File: src/shared/tmr16_cfg.svh
// Offsets, field positions, reset values and clock settings of the timer.
`ifndef TMR16_CFG_SVH
`define TMR16_CFG_SVH
`define OFF_LOWER_CTRL 12'h000
`define OFF_UPPER_CTRL 12'h004
`define OFF_CMP_LOW 12'h008
`define OFF_CMP_HIGH 12'h00C
`define OFF_DUTY_LOW 12'h010
`define OFF_DUTY_HIGH 12'h014
`define OFF_STATUS 12'h018
`define OFF_COUNT 12'h01C
`define OFF_SYSCFG 12'h020
`define UC_RUN_BIT 3
`define UC_INIT_BIT 7
`define UC_MODE_LSB 0
`define LC_CLK_LSB 4
`define LC_MODE_LSB 0
`define MODE_TIMER16 3'h4
`define MODE_PWM16 3'h6
`define RST_UPPER_CTRL 8'h00
`define RST_LOWER_CTRL 8'h00
`define HF_PER_NS 62.5
`define CLK_PER_NS 4.0
`define LF_DIV_DEFAULT 7629
`endif

File: src/shared/tmr16_pkg.sv
// Types shared by the cascaded timer files.
package tmr16_pkg;
   typedef enum logic [1:0] {
      OP_STOPPED,
      OP_TIMER,
      OP_PWM
   } op_mode_t;
endpackage

File: src/tmr16_prescaler.sv
// Prescaler that turns the system clock into one-cycle source enables.
`timescale 1ns/1ps
`include "tmr16_cfg.svh"
module tmr16_prescaler
   #(parameter int HF_DIV = 16,
     parameter int LF_DIV = `LF_DIV_DEFAULT)
   (input wire logic clk,
    input wire logic rst_n,
    output logic [11:0] hf_tick,
    output logic lf_tick,
    output logic lf8_tick);
   // ************************************************************
   // High-frequency chain
   // ************************************************************
   logic [$clog2(HF_DIV)-1:0] base_q;
   logic [11:0] chain_q;
   logic hf_base;
   logic [15:0] lf_cnt_q;
   logic [2:0] lf8_q;
   assign hf_base = (base_q == $bits(base_q)'(HF_DIV - 1));
   // Base divider emulates the 16 MHz machine clock from the 250 MHz clock.
   always_ff @(posedge clk)
   begin
      if (!rst_n)
      begin
         base_q <= '0;
         chain_q <= 12'h000;
      end
      else
      begin
         base_q <= hf_base ? '0 : base_q + 1'b1;
         if (hf_base)
            chain_q <= chain_q + 12'h001;
      end
   end
   // Bit n pulses once every 2^n high clocks; the all-ones test avoids glitches.
   genvar g;
   generate
      for (g = 0; g < 12; g++)
      begin : g_tick
         if (g == 0)
            assign hf_tick[g] = hf_base;
         else
            assign hf_tick[g] = hf_base && (&chain_q[g-1:0]);
      end
   endgenerate
   // ************************************************************
   // Low-frequency chain
   // ************************************************************
   // The low clock is derived here, so it is only as exact as LF_DIV allows.
   always_ff @(posedge clk)
   begin
      if (!rst_n)
      begin
         lf_cnt_q <= 16'h0000;
         lf8_q <= 3'h0;
      end
      else if (lf_cnt_q == 16'(LF_DIV - 1))
      begin
         lf_cnt_q <= 16'h0000;
         lf8_q <= lf8_q + 3'h1;
      end
      else
         lf_cnt_q <= lf_cnt_q + 16'h0001;
   end
   assign lf_tick = (lf_cnt_q == 16'(LF_DIV - 1));
   assign lf8_tick = lf_tick && (lf8_q == 3'h7);
endmodule

File: src/tmr16_timer.sv
// Cascaded 16-bit timer and PWM generator with an APB register slave.
// How it works
// - Lower and upper units form one 16-bit up-counter on the source tick.
// - Once running, count equal to compare raises interrupt, clears, continues.
// - Timer-mode compare has no shadow; writes act at once.
// - Timer clocks are high/2^11, 2^7, 2^5, 2^3; slowest may be low/2^3.
// - PWM duty match toggles flip-flop; overflow toggles, clears, interrupts.
// - Flip-flop loads from the initial-value bit; reset clears it.
// - PWM pin drives the inverse of the flip-flop.
// - Running duty writes wait in shadow until interrupt; stopped, immediate.
// - Duty reads while running give the active value.
// - Stopping holds the pin; a later initial-bit write changes it.
// - PWM adds high clock, high/2 and low clock; period 2^16 ticks.
// - Upper control bit 3 is run, bit 7 is the initial-value bit.
// - Writing 04H selects stopped 16-bit timer; 0CH also starts it.
`timescale 1ns/1ps
`include "tmr16_cfg.svh"
module tmr16_timer
   import tmr16_pkg::*;
   #(parameter int LF_DIV = `LF_DIV_DEFAULT,
     parameter int CNT_W = 16)
   (input wire logic CLK,
    input wire logic RST_N,
    input wire logic PSEL,
    input wire logic PENABLE,
    input wire logic PWRITE,
    input wire logic [11:0] PADDR,
    input wire logic [31:0] PWDATA,
    input wire logic [3:0] PSTRB,
    output logic [31:0] PRDATA,
    output logic PREADY,
    output logic PSLVERR,
    output logic MATCH_OVERFLOW_INTERRUPT,
    output logic PWM_OUTPUT_PIN);
   // High clock is 62.5 ns; the base divider rounds that to whole cycles.
   localparam int HF_DIV = int'(`HF_PER_NS / `CLK_PER_NS);
   // ************************************************************
   // Registers and decode
   // ************************************************************
   logic [7:0] upper_ctrl_q, lower_ctrl_q;
   logic [7:0] cmp_lo_q, cmp_hi_q, duty_lo_q, duty_hi_q;
   // Duty stages keep all 16 bits so byte reads work for any counter width.
   logic [15:0] shadow_q, active_q, cmp_val;
   logic [CNT_W-1:0] count_q;
   logic divider_source_select_q, slow_mode_q;
   logic irq_flag_q, ff_q, run_q;
   logic [31:0] prdata_q;
   logic pready_q, pslverr_q, irq_q, pin_q;
   logic [11:0] hf_tick;
   logic lf_tick, lf8_tick;
   op_mode_t mode;
   logic setup, wr_en, rd_en, mapped;
   logic wr_uc, wr_lc, wr_clo, wr_chi, wr_dlo, wr_dhi, wr_sys, wr_stat;
   logic [2:0] clk_sel;
   logic src_tick, at_match, at_ovf, event_hit, running;
   logic [31:0] rd_mux;
   assign setup = PSEL && !PENABLE;
   assign wr_en = setup && PWRITE && PSTRB[0];
   assign rd_en = setup && !PWRITE;
   assign wr_uc = wr_en && (PADDR == `OFF_UPPER_CTRL);
   assign wr_lc = wr_en && (PADDR == `OFF_LOWER_CTRL);
   assign wr_clo = wr_en && (PADDR == `OFF_CMP_LOW);
   assign wr_chi = wr_en && (PADDR == `OFF_CMP_HIGH);
   assign wr_dlo = wr_en && (PADDR == `OFF_DUTY_LOW);
   assign wr_dhi = wr_en && (PADDR == `OFF_DUTY_HIGH);
   assign wr_sys = wr_en && (PADDR == `OFF_SYSCFG);
   assign wr_stat = wr_en && (PADDR == `OFF_STATUS);
   // Address decode; unmapped addresses answer with PSLVERR.
   always_comb
   begin
      mapped = 1'b1;
      if (PADDR == `OFF_LOWER_CTRL)
         rd_mux = {24'h000000, lower_ctrl_q};
      else if (PADDR == `OFF_UPPER_CTRL)
         rd_mux = {24'h000000, upper_ctrl_q};
      else if (PADDR == `OFF_CMP_LOW)
         rd_mux = {24'h000000, cmp_lo_q};
      else if (PADDR == `OFF_CMP_HIGH)
         rd_mux = {24'h000000, cmp_hi_q};
      // Duty reads give the active value, not the pending shadow.
      // active duty readback
      else if (PADDR == `OFF_DUTY_LOW)
         rd_mux = {24'h000000, active_q[7:0]};
      else if (PADDR == `OFF_DUTY_HIGH)
         rd_mux = {24'h000000, active_q[15:8]};
      else if (PADDR == `OFF_STATUS)
         rd_mux = {30'h00000000, ff_q, irq_flag_q};
      else if (PADDR == `OFF_COUNT)
         rd_mux = 32'(count_q);
      else if (PADDR == `OFF_SYSCFG)
         rd_mux = {30'h00000000, slow_mode_q, divider_source_select_q};
      else
      begin
         rd_mux = 32'h00000000;
         mapped = 1'b0;
      end
   end
   // Answer in the cycle after setup, so access phases last one cycle.
   always_ff @(posedge CLK)
   begin
      if (!RST_N)
      begin
         pready_q <= 1'b0;
         pslverr_q <= 1'b0;
         prdata_q <= 32'h00000000;
      end
      else
      begin
         pready_q <= setup;
         pslverr_q <= setup && !mapped;
         prdata_q <= rd_en ? rd_mux : 32'h00000000;
      end
   end
   // ************************************************************
   // Mode and clock select
   // ************************************************************
   // run bit from upper control
   assign run_q = upper_ctrl_q[`UC_RUN_BIT];
   // mode field decodes 4 (timer) and 6 (PWM)
   always_comb
   begin
      if (upper_ctrl_q[2:0] == `MODE_TIMER16)
         mode = OP_TIMER;
      else if (upper_ctrl_q[2:0] == `MODE_PWM16)
         mode = OP_PWM;
      else
         mode = OP_STOPPED;
   end
   assign running = run_q && (mode != OP_STOPPED);
   assign clk_sel = lower_ctrl_q[`LC_CLK_LSB +: 3];
   always_comb
   begin
      case (clk_sel)
         3'h0: src_tick = (divider_source_select_q || slow_mode_q) ?
                          lf8_tick : hf_tick[11];
         3'h1: src_tick = !slow_mode_q && hf_tick[7];
         3'h2: src_tick = !slow_mode_q && hf_tick[5];
         3'h3: src_tick = !slow_mode_q && hf_tick[3];
         3'h4: src_tick = (mode == OP_PWM) && lf_tick;
         3'h5: src_tick = (mode == OP_PWM) && !slow_mode_q && hf_tick[1];
         3'h6: src_tick = (mode == OP_PWM) && !slow_mode_q && hf_tick[0];
         default: src_tick = 1'b0;
      endcase
   end
   tmr16_prescaler #(.HF_DIV(HF_DIV), .LF_DIV(LF_DIV)) u_presc
   (
      .clk(CLK),
      .rst_n(RST_N),
      .hf_tick(hf_tick),
      .lf_tick(lf_tick),
      .lf8_tick(lf8_tick)
   );
   // ************************************************************
   // Counter and events
   // ************************************************************
   // full-width compare and overflow
   assign cmp_val = {cmp_hi_q, cmp_lo_q};
   assign at_match = (count_q == cmp_val[CNT_W-1:0]);
   assign at_ovf = &count_q;
   assign event_hit = running && src_tick &&
                      ((mode == OP_TIMER) ? at_match : at_ovf);
   always_ff @(posedge CLK)
   begin
      if (!RST_N)
         count_q <= '0;
      else if (!running)
         count_q <= '0;
      else if (src_tick)
         count_q <= event_hit ? '0 : count_q + 1'b1;
   end
   // Control and compare registers; compare writes act at once.
   // compare has no shadow
   always_ff @(posedge CLK)
   begin
      if (!RST_N)
      begin
         upper_ctrl_q <= `RST_UPPER_CTRL;
         lower_ctrl_q <= `RST_LOWER_CTRL;
         cmp_lo_q <= 8'h00;
         cmp_hi_q <= 8'h00;
         divider_source_select_q <= 1'b0;
         slow_mode_q <= 1'b0;
      end
      else
      begin
         if (wr_uc)
            upper_ctrl_q <= PWDATA[7:0];
         if (wr_lc)
            lower_ctrl_q <= PWDATA[7:0];
         if (wr_clo)
            cmp_lo_q <= PWDATA[7:0];
         if (wr_chi)
            cmp_hi_q <= PWDATA[7:0];
         if (wr_sys)
         begin
            divider_source_select_q <= PWDATA[0];
            slow_mode_q <= PWDATA[1];
         end
      end
   end
   // Duty staging; a write racing the interrupt loses to the old shadow.
   // shadow then active duty
   always_ff @(posedge CLK)
   begin
      if (!RST_N)
      begin
         shadow_q <= '0;
         active_q <= '0;
      end
      else
      begin
         if (wr_dlo)
            shadow_q[7:0] <= PWDATA[7:0];
         if (wr_dhi)
            shadow_q[15:8] <= PWDATA[7:0];
         if (!running && (wr_dlo || wr_dhi))
            active_q <= wr_dlo ? {shadow_q[15:8], PWDATA[7:0]} :
                                 {PWDATA[7:0], shadow_q[7:0]};
         else if (running && (mode == OP_PWM) && event_hit)
            active_q <= shadow_q;
      end
   end
   // Flip-flop: loads on initial-bit writes while stopped, toggles in PWM.
   // initial level and reset clear
   always_ff @(posedge CLK)
   begin
      if (!RST_N)
         ff_q <= 1'b0;
      else if (wr_uc && !PWDATA[`UC_RUN_BIT] && !run_q)
         ff_q <= PWDATA[`UC_INIT_BIT];
      else if (wr_uc && PWDATA[`UC_RUN_BIT] && !run_q)
         ff_q <= PWDATA[`UC_INIT_BIT];
      else if (running && (mode == OP_PWM) && src_tick &&
               (at_ovf || count_q == active_q[CNT_W-1:0]))
         ff_q <= !ff_q;
   end
   // Sticky flag; a new event wins over a clear in the same cycle.
   always_ff @(posedge CLK)
   begin
      if (!RST_N)
         irq_flag_q <= 1'b0;
      else if (event_hit)
         irq_flag_q <= 1'b1;
      else if (wr_stat && PWDATA[0])
         irq_flag_q <= 1'b0;
   end
   // Registered outputs: one-cycle interrupt pulse and inverted pin.
   // inverse pin drive
   always_ff @(posedge CLK)
   begin
      if (!RST_N)
      begin
         irq_q <= 1'b0;
         pin_q <= 1'b1;
      end
      else
      begin
         irq_q <= event_hit;
         pin_q <= !ff_q;
      end
   end
   assign PRDATA = prdata_q;
   assign PREADY = pready_q;
   assign PSLVERR = pslverr_q;
   assign MATCH_OVERFLOW_INTERRUPT = irq_q;
   assign PWM_OUTPUT_PIN = pin_q;
   // ************************************************************
   // Assertions
   // ************************************************************
   a_timer_clear: assert property (@(posedge CLK) disable iff (!RST_N)
      event_hit && mode == OP_TIMER |=> count_q == '0)
      else $error("Counter not cleared after compare match.");
   a_irq_follows: assert property (@(posedge CLK) disable iff (!RST_N)
      event_hit |=> MATCH_OVERFLOW_INTERRUPT)
      else $error("Interrupt did not follow the event.");
   a_pin_inverse: assert property (@(posedge CLK) disable iff (!RST_N)
      ##1 PWM_OUTPUT_PIN == !$past(ff_q))
      else $error("Pin is not the inverse of the flip-flop.");
   a_stop_hold: assert property (@(posedge CLK) disable iff (!RST_N)
      !running && !wr_uc |=> $stable(ff_q))
      else $error("Flip-flop moved while stopped.");
   a_count_step: assert property (@(posedge CLK) disable iff (!RST_N)
      running && src_tick && !event_hit |=> count_q == $past(count_q) + 1'b1)
      else $error("Counter did not step on source tick.");
   a_shadow_load: assert property (@(posedge CLK) disable iff (!RST_N)
      running && mode == OP_PWM && event_hit |=> active_q == $past(shadow_q))
      else $error("Active duty not loaded at interrupt.");
   a_duty_hold: assert property (@(posedge CLK) disable iff (!RST_N)
      running && !event_hit |=> $stable(active_q))
      else $error("Active duty changed between interrupts.");
   a_run_decode: assert property (@(posedge CLK) disable iff (!RST_N)
      wr_uc && PWDATA[7:0] == 8'h0C |=> running && mode == OP_TIMER)
      else $error("Writing 0CH did not start the timer.");
   a_reset_pin: assert property (@(posedge CLK)
      !RST_N |=> !ff_q && !irq_flag_q)
      else $error("Reset did not clear the flip-flop.");
endmodule

File: config.mk
export PLATFORM = sky130hd
export DESIGN_NAME = tmr16_timer
export DESIGN_NICKNAME = d
export VERILOG_FILES = /design/src/shared/tmr16_pkg.sv /design/src/tmr16_prescaler.sv /design/src/tmr16_timer.sv
export VERILOG_INCLUDE_DIRS = /design/src /design/src/shared
export SDC_FILE = /design/constraint.sdc
export NUM_CORES = 1
export LEC_CHECK = 0
export BUFFER_PORTS_ARGS = -buffer_cell sky130_fd_sc_hd__buf_4
export CAP_MARGIN = 20
export CORE_MARGIN = 1.5
export CORE_UTILIZATION = 41
export CTS_CLUSTER_SIZE = 12
export DETAILED_ROUTE_END_ITERATION = 7
export MAX_ROUTING_LAYER = met4
export PLACE_DENSITY = 0.62
export SKIP_LAST_GASP = 1
export SLEW_MARGIN = 20
export SYNTH_ARGS = -nofsm -noshare
export SYNTH_HDL_FRONTEND = slang
export SYNTH_SLANG_ARGS = --single-unit
File: constraint.sdc
create_clock -name CLK -period 3.6 [get_ports CLK]
set_input_delay 0.72 -clock CLK [delete_from_list [all_inputs] [get_ports CLK]]
set_output_delay 0.72 -clock CLK [all_outputs]
set_load 0.005 [all_outputs]
Yosys cells after proc, flatten, opt, wreduce, memory -nomap -nowiden

Index checks and enable logic that the tools add are counted.

Output and inout bits: 36
Register bits after elaboration: 155
RAM bits: 0
Word-level logic and storage cells: 152
Latch bits: 0
Bits in read-only memories: 0
Memories: 0
Bits of input ports: 53

$mul: 0
Bitwise gates (word level): 2
Div/mod/pow operators: 0
Mux-type cells: 32
$lt $le $gt $ge: 0
Shifts and indexed selects: 0
Eq/ne operators: 23
$add $sub $neg: 5
Reductions and logical operators: 67

Operator list:

| kind                                             | number |
|---|---|
| 2-to-1 mux 16 bit                                | 5 |
| 2-to-1 mux 8 bit                                 | 7 |
| == test 12 x 5 -> 1 bit (second input constant)  | 4 |
| logical AND 1 bit                                | 39 |
| adder 16 x 1 -> 16 bit (second input constant)   | 2 |
| == test 16 bit                                   | 2 |
| == test 12 x 4 -> 1 bit (second input constant)  | 2 |
| == test 3 bit (second input constant)            | 6 |
| == test 16 x 13 -> 1 bit (second input constant) | 1 |
| 2-to-1 mux 1 bit                                 | 16 |
| AND reduction 16 bit                             | 1 |
| adder 12 x 1 -> 12 bit (second input constant)   | 1 |
| == test 12 x 3 -> 1 bit (second input constant)  | 1 |
| == test 12 x 6 -> 1 bit (second input constant)  | 1 |
| logical NOT 12 bit                               | 1 |
| AND reduction 11 bit                             | 1 |
| OR reduction 10 bit                              | 1 |
| OR reduction 9 bit                               | 1 |
| logical NOT 1 bit                                | 8 |
| case mux 1 bit (7 select lines)                  | 1 |
| AND reduction 7 bit                              | 1 |
| == test 3 x 2 -> 1 bit (second input constant)   | 2 |
| 2-to-1 mux 2 bit                                 | 3 |
| nonzero test 2 bit                               | 3 |
| 14 further kinds                                 | 19 |

Depth between registers and ports, before layout

Gate-level depths: netlist of run 1.

Depth in word-level cells: 12
Depth in mapped cells: 11
Depth with buffers taken out: 9

Hierarchy

A second synthesis of run 1 with hierarchy kept.

Cell total of the unflattened synthesis: 814
Area, all modules: 7,103.1 um^2

By module, submodules not included:

| module          | instances | area each (um^2) | cells each | seq. area each (um^2) |
|---|---|---|---|---|
| tmr16_timer     | 1         | 5,464.0          | 632        | 2,082.0 |
| tmr16_prescaler | 1         | 1,639.1          | 182        | 680.7 |

Least setup slack after synthesis of run 1

Ideal clock, no wire load.

Path kind: input to register
Start: input PADDR[1]
End: register active_q[14]
Setup time: 0.119 ns
Path slack: 0.892 ns
Stages on the path: 7
Buffers on the path: 1
Arrival time: 2.589 ns
Required time: 3.481 ns
Path through: nor4_1 > and2_1 > buf_2 > nand4b_1 > nor2_1 > mux2_2 > o221a_2

Cells in the longest elaborated chain, start to end: 5
Elaborated cells on any way between the ends: 9
Those cells by class: eq/ne: 2; mux: 2; reduce/logical: 5

RTL lines:

| item                                                           | RTL line                             | source |
|---|---|---|
| from (decl)                                                    | tmr16_timer.sv:27                    | `input wire logic [11:0] PADDR,` |
| == test 12 x 5 -> 1 bit (no source line)                       | -                                    |  |
| logical AND 1 bit, on equally long branches                    | tmr16_timer.sv:64, tmr16_timer.sv:65 |  |
| logical OR 1 bit                                               | tmr16_timer.sv:216                   | `if (!running && (wr_dlo \|\| wr_dhi))` |
| logical AND 1 bit                                              | tmr16_timer.sv:216                   |  |
| 2-to-1 mux 16 bit / nonzero test 2 bit (equally long branches) | -                                    |  |
| to (signal assigned)                                           | tmr16_timer.sv:217                   | `active_q <= wr_dlo ? {shadow_q[15:8], PWDATA[7:0]} :` |
| to (signal assigned)                                           | tmr16_timer.sv:220                   | `active_q <= shadow_q;` |
| to (decl)                                                      | tmr16_timer.sv:43                    | `logic [15:0] shadow_q, active_q, cmp_val;` |

Parallel ways exist; a longest one is shown, timed or not.
A chain may end at the register's enable or synchronous reset.

Final worst setup path of run 1

Start: register u_presc.lf_cnt_q[0]
End: register count_q[8]

Cells in the longest elaborated chain, start to end: 7
Elaborated cells on any way between the ends: 8
Those cells by class: eq/ne: 1; mux: 3; reduce/logical: 4

RTL lines:

| item                              | RTL line              | source |
|---|---|---|
| from (decl)                       | tmr16_prescaler.sv:18 | `logic [15:0] lf_cnt_q;` |
| from (signal assigned)            | tmr16_prescaler.sv:64 | `lf_cnt_q <= lf_cnt_q + 16'h0001;` |
| == test 16 x 13 -> 1 bit *        | tmr16_prescaler.sv:66 | `assign lf_tick = (lf_cnt_q == 16'(LF_DIV - 1));` |
| logical AND 1 bit                 | tmr16_prescaler.sv:67 | `assign lf8_tick = lf_tick && (lf8_q == 3'h7);` |
| 2-to-1 mux 1 bit                  | tmr16_timer.sv:134    | `3'h0: src_tick = (divider_source_select_q \|\| slow_mode_q) ?` |
| case mux 1 bit (7 select lines) * | tmr16_timer.sv:133    | `case (clk_sel)` |
| logical AND 1 bit (2 in series)   | tmr16_timer.sv:160    | `assign event_hit = running && src_tick &&` |
| 2-to-1 mux 16 bit                 | tmr16_timer.sv:169    | `count_q <= event_hit ? '0 : count_q + 1'b1;` |
| to (signal assigned)              | tmr16_timer.sv:169    |  |
| to (decl)                         | tmr16_timer.sv:44     | `logic [CNT_W-1:0] count_q;` |

Every way passes the cells marked *; elsewhere a longest branch is shown, timed or not.

==> results_dict.tcl, run 1 <==
set metrics [dict create \
    cp_slowest_stage_delay_ns 0.56 \
    cts-resized-gates 0 \
    grt_max_degree 91 \
    critical_path_required_ns 3.97 \
    yosysTopAreaCell "dfxtp_1" \
    die_x_um 134 \
    leakage_nw 3.12 \
    ant_nets 0 \
    first_pass_iters 5 \
    post-route-util_pct 48.6 \
    rows 47 \
    slew_headroom_pct 44.2 \
    synth_edf_count 0 \
    wl_per_cell_um 17.3 \
    crit_type "register to register" \
    critPathArrivalTime_ns 3.30 \
    p_total_mw 3.43 \
    dp_slack_ns 0.486 \
    drc 0 \
    yosysWarnings 0 \
    end_kind "register" \
    cts_max_level 4 \
    rsz0062_at_grt "no" \
    core_area_mm2 0.0167 \
    overflow 0 \
    synthCells 802 \
    syn-cell-area_mm2 0.00705 \
    antenna_found_initial 0 \
    io_buffers 45 \
    period_minus_slack_ns 2.93 \
    num_vias 5955 \
    syn_to_final_growth_pct 15.1 \
    grt.total_usage_pct 21.6 \
    fin_skew_ns 0.00860 \
    synthTopCellsByCount "dfxtp_1 (138), nand2_1 (72), nor2_1 (59), o21ai_0 (48), mux2i_1 (44)" \
    hold_class "register to register" \
    final_layout_size_suffix_gt1_share_pct 15.7 \
    cts_buffer_depth 2 \
    async_flop_share_pct 0 \
    placed_cells 1033 \
    worst-path-max-fanout 12 \
    ioPinCount 89 \
    hold_viol_final 0 \
    status "finished, final reports clean" \
    worstSkewPairLatency_ns 0.43 \
    finalSetupTns_ns 0 \
    dp_hpwl_um 12800 \
    drv_slew 0 \
    grt_pass1_wl_um 29100 \
    post_cts_buffers 0 \
    cts-root-buf "clkbuf_16" \
    synth_cell_type_count 61 \
    hold_buffers 0 \
    yosysMostFrequentCell "dfxtp_1" \
    fmax_mhz 341 \
    routed_wl_um 18400 \
    crit_path_start_kind "register" \
    path_cells "inv_1 > ha_1 > nor4bb_1 > nand4_1 > o32a_1 > and2_0 > buf_4 > nor3_2 > a22o_1" \
    worst_pin_slew_ns 0.825 \
    maxCapViolations 0 \
    first_global_vias 5448 \
    cts_tree "done" \
    place_congestion 0.952 \
    ys_seq_elements 138 \
    clk_pin_slew_ns 0.06 \
    avgSynthCellArea_um2 8.80 \
    finalCritPeriodShare_pct 81.4 \
    fin_nets 894 \
    initial_core_util_pct 42.2 \
    synth_top_area_share_pct 39.2 \
    drt_iter0_drc 474 \
    die_area_mm2 0.0180 \
    clock_sinks 138 \
    antenna_cells 0 \
    ir_drop_v 0.000340 \
    crit_path_top_delay_cell "nor3_2" \
    viasPerCell 5.59 \
    fin_ws_ns 0.670 \
    chipHeight_um 134 \
    synth_flop_cell "dfxtp_1" \
    setup_viol 0 \
    ys_top_cells_by_area "dfxtp_1 (39%), mux2i_1 (6.2%), xnor2_1 (4.7%)" \
    power_density_mw_per_mm2 422 \
    final_cells 1065 \
    cts_buffers 17 \
    synth_seq_area_share_pct 39.2 \
]
[cells in the final DEF (no fill, tap or decap), drive strengths merged, types with 4 or more instances in the layout]
master,n
o221a,16
nor3,13
nand2,72
nand4,17
buf,63
and2,26
mux2i,44
nor2b,31
or4,5
a32o,4
o21ai,48
nor4,7
conb,16
mux2,17
a22o,8
xnor2,38
or3,6
clkinv,5
xor2,16
ha,9
a21oi,17
a32oi,4
clkbuf,22
nand2b,4
o31ai,4
dfxtp,138
nand3,24
a21boi,28
and3,19
nor2,59
inv,14
o22ai,8
[layer usage]
metal	GRT usage, %	wire length [µm]	part of all wire (%)
met5	-	0	0
met4	10.0	549	3.0
met3	3.85	1190	6.4
met2	30.9	7900	43
met1	29.4	8810	48
[through the flow]
stage	cell area, µm²	hold WS [ns]
after floorplan	7110	0.385
after global routing	8120	0.465
after global placement	7520	0.423
after detailed placement	7520	0.425
final	8120	0.431
after CTS	8120	0.438
[layout make-up]
cell class	count	area, µm²
Fill cell	1653	8580
Multi-Input combinational cell	600	3970
Sequential cell	138	2760
Clock buffer	22	484
Timing Repair Buffer	63	473
Tap cell	220	275
Clock inverter	10	114
Inverter	12	45.0
[flip-flops by register name, summed over array words and instances (netlist names)]
| signal | flops |
|---|---|
| PWM_OUTPUT_PIN | 1 |
| u_presc.chain_q | 11 |
| lower_ctrl_q | 8 |
| PREADY | 1 |
| irq_flag_q | 1 |
| cmp_lo_q | 8 |
| upper_ctrl_q | 8 |
| cmp_hi_q | 8 |
| ff_q | 1 |
| u_presc.lf_cnt_q | 16 |
| u_presc.lf8_q | 3 |
| PRDATA | 16 |
| shadow_q | 16 |
| count_q | 16 |
| slow_mode_q | 1 |
| active_q | 16 |
| PSLVERR | 1 |
| divider_source_select_q | 1 |
| u_presc.base_q | 4 |
| MATCH_OVERFLOW_INTERRUPT | 1 |
[report_power, final]
part | total [mW] | internal [mW] | switching [mW]
combinational | 0.124 | 0.0472 | 0.0773
sequential | 1.54 | 1.53 | 0.00608
clock | 1.76 | 1.09 | 0.671
[worst paths after layout]
check / from / to / slack, ns / cells past startpoint
max: u_presc.lf_cnt_q[0]$_SDFF_PP0_ / count_q[8]$_SDFFE_PN0P_ / 0.67 / 9
max reg2reg: u_presc.lf_cnt_q[0]$_SDFF_PP0_ / count_q[8]$_SDFFE_PN0P_ / 0.67 / 9
min: ff_q$_SDFFE_PN0P_ / PWM_OUTPUT_PIN$_SDFF_PN1_ / 0.43 / 1
min reg2reg: ff_q$_SDFFE_PN0P_ / PWM_OUTPUT_PIN$_SDFF_PN1_ / 0.43 / 1
[kinds of logic after synthesis]
group	count (synthesis)	share of synthesized area [%]
AND/OR/NAND/NOR	299	21.9
AO/OA/AOI/OAI	161	16.2
flip-flops	138	39.2
buffers and inverters	79	5.41
multiplexers	61	8.96
XOR/XNOR	54	6.70
adder cells (fa/ha/maj)	9	1.60
other	1	0.0532
[worst max-delay path: cells and delay by family, from the launching register on]
kind	cells	cell delay (ns)
buffers and inverters	2	0.25
flip-flops	1	0.35
adder cells (fa/ha/maj)	1	0.14
AND/OR/NAND/NOR	4	1.41
AO/OA/AOI/OAI	2	0.71
No activity file was read; power rests on OpenSTA's default activity.
==> run 2: changes to the inputs <==
PLACE_DENSITY = 0.64   (was 0.62)
clock period = 2.45 ns   (was 3.6 ns; I/O delays follow)
==> results_dict.tcl, run 2 (same netlist as run 1, synthesis figures left out) <==
set metrics [dict create \
    timing.hold.ws_ns 0.357 \
    final_common_cell "dfxtp_1" \
    viasPerCell 5.43 \
    rsz0062_at_grt "no" \
    status "finished, final reports clean" \
    end_kind "register" \
    drc 0 \
    crit_type "register to register" \
    num_vias 6123 \
    cts_buffers 17 \
    cts-root-buf "clkbuf_16" \
    grt.total_usage_pct 22.9 \
    slew_headroom_pct 56.7 \
    routed_wl_um 19300 \
    cts_buffer_depth 2 \
    design_area_mm2 0.00872 \
    syn_to_final_growth_pct 23.7 \
    placed_cells 1091 \
    ir_drop_v 0.000416 \
    holdPathStages 3 \
    period_minus_slack_ns 2.38 \
    drt_iter0_drc 667 \
    fin_ws_ns 0.0704 \
    core_area_mm2 0.0167 \
    crit_path_start_kind "register" \
    cts_max_level 4 \
    initial_core_util_pct 42.2 \
    clk_pin_slew_ns 0.06 \
    worstSkewPairLatency_ns 0.43 \
    path_cells "inv_2 > ha_4 > nor4bb_4 > nand4_1 > o32a_1 > and2_4 > buf_12 > or4_1 > a21oi_1" \
    critPathArrivalTime_ns 2.74 \
    antenna_cells 0 \
    ioPinCount 89 \
    r2r_cells 9 \
    leakage_nw 3.47 \
    chipHeight_um 134 \
    r2r_slack_ns 0.07 \
    io_buffers 45 \
    worst-path-max-fanout 6 \
    cts_tree "done" \
    fmax_mhz 420 \
    grt_pass1_wl_um 30800 \
    antenna_found_initial 0 \
    first_pass_iters 5 \
    dp_slack_ns -0.244 \
    dpl-instance-area_mm2 0.00801 \
    final_layout_size_suffix_gt1_share_pct 22.9 \
    wl_per_cell_um 17.1 \
    dp_hpwl_um 13700 \
    whs_endpoint "PREADY$_SDFF_PN0_" \
    die_x_um 134 \
    mostFrequentLayoutCells "dfxtp_1 (134), buf_4 (121), nand2_1 (72)" \
    power_density_mw_per_mm2 582 \
    critical_path_required_ns 2.81 \
    reg2reg_to "count_q[0]$_SDFFE_PN0P_" \
    worst_pin_slew_ns 0.650 \
    fin_nets 957 \
    clock_sinks 138 \
    rows 47 \
    die_area_mm2 0.0180 \
    min_from "PSEL" \
    maxCapViolations 0 \
    finalCritPeriodShare_pct 97.1 \
    cp_slowest_stage_delay_ns 0.49 \
    overflow 0 \
    drv_slew 0 \
    hold_class "primary input to register" \
    r2r-start "u_presc.lf_cnt_q[1]$_SDFF_PP0_" \
    final_cells 1128 \
    first_global_vias 5703 \
    ant_nets 0 \
    grt_max_degree 72 \
    setup_viol 0 \
    post-route-util_pct 52.2 \
    place_congestion 0.994 \
    crit_path_top_delay_cell "or4_1" \
    fin_skew_ns 0.00854 \
    hold_viol_final 0 \
]
run 2: timing repair:
action / 4_1_cts / 5_1_grt
hold buffers: 0 / 0
pin swaps: 3 / 10
gates cloned: 0 / 1
buffers inserted: 1 / 3
setup endpoints to repair: 29 / 19
gates resized for setup: 7 / 12
run 2: cell type report:
type                    count  area [µm²]
repair buffers            126        1010
flip-flops and latches    138        2770
well taps                 220         275
multi-input cells         600        4020
clock buffers              23         488
fillers                  1577        7980
clock inverters             9         113
inverters                  12        45.0
run 2: worst max path at each step:
stage / startpoint / to
3_5_place_dp: u_presc.lf_cnt_q[0]$_SDFF_PP0_ / count_q[11]$_SDFFE_PN0P_
3_3_place_gp: PADDR[1] / active_q[0]$_SDFFE_PN0P_
4_1_cts: u_presc.lf8_q[0]$_SDFFE_PN0P_ / count_q[0]$_SDFFE_PN0P_
2_1_floorplan: PADDR[1] / active_q[1]$_SDFFE_PN0P_
6_report: u_presc.lf_cnt_q[1]$_SDFF_PP0_ / count_q[0]$_SDFFE_PN0P_
5_1_grt: u_presc.lf_cnt_q[1]$_SDFF_PP0_ / ff_q$_SDFFE_PN0P_
run 2: stage by stage:
stage	setup TNS, ns	total power [mW]
detailed placement	-5.00	2.51
finish	0	5.08
global placement	-3.93	2.51
global route	0	5.22
CTS	0	5.11
floorplan	0	2.43
run 2: where the power goes:
group	internal [mW]	switching, mW
Combinational	0.0862	0.125
Clock	1.61	0.998
Sequential	2.25	0.00655
run 2: worst max-delay path, delay by kind of cell, from the launching register on:
family          cells  cell delay, ns
buf+inv             2            0.20
compound gates      2            0.58
fa+ha+maj           1            0.12
simple gates        4            1.09
flops               1            0.32
run 2: per-layer routing:
| layer | global-route usage, % | vias up | part of all wire [%] |
|---|---|---|---|
| li1 | - | 3003 | - |
| met4 | 10.4 | 0 | 3.1 |
| met1 | 31.5 | 2853 | 48 |
| met2 | 32.3 | 223 | 43 |
| met3 | 4.50 | 44 | 5.7 |
| met5 | - | - | 0 |
==> run 3: changes to the inputs <==
BUFFER_PORTS_ARGS = default   (was -buffer_cell sky130_fd_sc_hd__buf_4)
DONT_BUFFER_PORTS = 1   (was default)
PLACE_DENSITY = 0.59   (was 0.64)
clock period = 2.1 ns   (was 2.45 ns; I/O delays follow)
==> results_dict.tcl, run 3 (same netlist as run 1, synthesis figures left out) <==
set metrics [dict create \
    antenna_found_initial 0 \
    rows 47 \
    core_area_mm2 0.0167 \
    cts-root-buf "clkbuf_16" \
    crit_path_start_kind "register" \
    fin_skew_ns 0.00831 \
    cts_buffers 17 \
    power_density_mw_per_mm2 682 \
    hold_class "primary input to register" \
    drt_iter0_drc 590 \
    drv_slew 0 \
    p_total_mw 6.34 \
    viasPerCell 5.65 \
    setup_viol 34 \
    status "finished with violations" \
    cts_tree "done" \
    first_pass_iters 5 \
    ir_drop_v 0.000718 \
    fin_nets 966 \
    first_global_vias 6301 \
    hold_buffers 0 \
    wl_per_cell_um 19.1 \
    drc 0 \
    maxCapViolations 0 \
    worst-path-max-fanout 6 \
    design_area_mm2 0.00930 \
    mostFrequentLayoutCells "dfxtp_1 (130), buf_4 (118), nand2_1 (70)" \
    fillerInstances 1485 \
    seq_area_mm2 0.00278 \
    clk_pin_slew_ns 0.06 \
    final_common_cell "dfxtp_1" \
    violations "setup timing" \
    dpl-instance-area_mm2 0.00806 \
    rsz0062_at_grt "yes" \
    grt.total_usage_pct 25.0 \
    critPathArrivalTime_ns 2.66 \
    grt_max_degree 94 \
    clock_sinks 138 \
    ioPinCount 89 \
    ant_nets 0 \
    dp_hpwl_um 15100 \
    grt_pass1_wl_um 33500 \
    critical_path_required_ns 2.46 \
    fmax_mhz 435 \
    die_area_mm2 0.0180 \
    io_buffers 0 \
    crit_type "register to register" \
    overflow 0 \
    timing.hold.ws_ns 0.136 \
    leakage_nw 3.61 \
    worstSkewPairLatency_ns 0.43 \
    num_vias 6411 \
    final_cells 1135 \
    initial_core_util_pct 42.2 \
    end_kind "register" \
    chipHeight_um 134 \
    hold_viol_final 0 \
    place_congestion 0.950 \
    final_layout_size_suffix_gt1_share_pct 27.1 \
    cts_max_level 4 \
    antenna_cells 0 \
    routed_wl_um 21700 \
    multi_input_area_mm2 0.00436 \
    die_x_um 134 \
    placed_cells 1092 \
    syn_to_final_growth_pct 31.8 \
    dp_slack_ns -0.537 \
    fin_ws_ns -0.201 \
    finalCritPeriodShare_pct 110 \
    cts_buffer_depth 2 \
    period_minus_slack_ns 2.30 \
]
## run 3: power breakdown
part           switching (mW)  internal (mW)  total [mW]
clock network            1.17           2.40        3.57
registers             0.00602           2.63        2.63
logic                  0.0660         0.0689       0.135
total                    1.25           5.10        6.34
## run 3: worst paths after layout
check                                 from                   endpoint  slack (ns)  cells after the start
min                              PWDATA[5]   cmp_lo_q[5]$_SDFFE_PN0P_        0.14                      2
max          u_presc.lf8_q[0]$_SDFFE_PN0P_   count_q[13]$_SDFFE_PN0P_       -0.20                     10
min reg2reg              ff_q$_SDFFE_PN0P_  PWM_OUTPUT_PIN$_SDFF_PN1_        0.44                      1
max reg2reg  u_presc.lf8_q[0]$_SDFFE_PN0P_   count_q[13]$_SDFFE_PN0P_       -0.20                     10
## run 3: worst max-delay path, stage by stage, from the launching register on
cell and delay, ns:
dfxtp_2 0.35, ha_4 0.14, ha_4 0.12, inv_2 0.03, o31a_1 0.26, o32a_1 0.35
and2_4 0.17, buf_8 0.13, buf_6 0.11, or4_1 0.41, mux2i_1 0.15
## run 3: layout make-up
cell class	instances	share of cell area, %
multi-input combinational	600	46.9
timing repair buffer	135	12.3
sequential	138	29.9
tap	220	2.96
clock buffer	19	4.87
inverter	12	0.485
clock inverter	11	2.61
## run 3: what timing repair did
action / 4_1_cts / 5_1_grt
buffers inserted: 11 / 3
pin swaps: 18 / 17
gates cloned: 0 / 1
gates resized for setup: 47 / 35
setup endpoints to repair: 35 / 35
## run 3: routing by layer
layer	share of wire (%)	GRT usage, %
met1	44	32.0
met2	46	38.8
met3	6.6	5.63
met4	2.7	9.08
met5	0	-
## run 3: stage by stage
step,util [%],TNS [ns]
floorplan,-,-5.05
global placement,48.3,-12.50
detailed placement,48.3,-14.64
CTS,54.0,-2.19
global route,55.7,-5.78
finish,55.7,-4.21
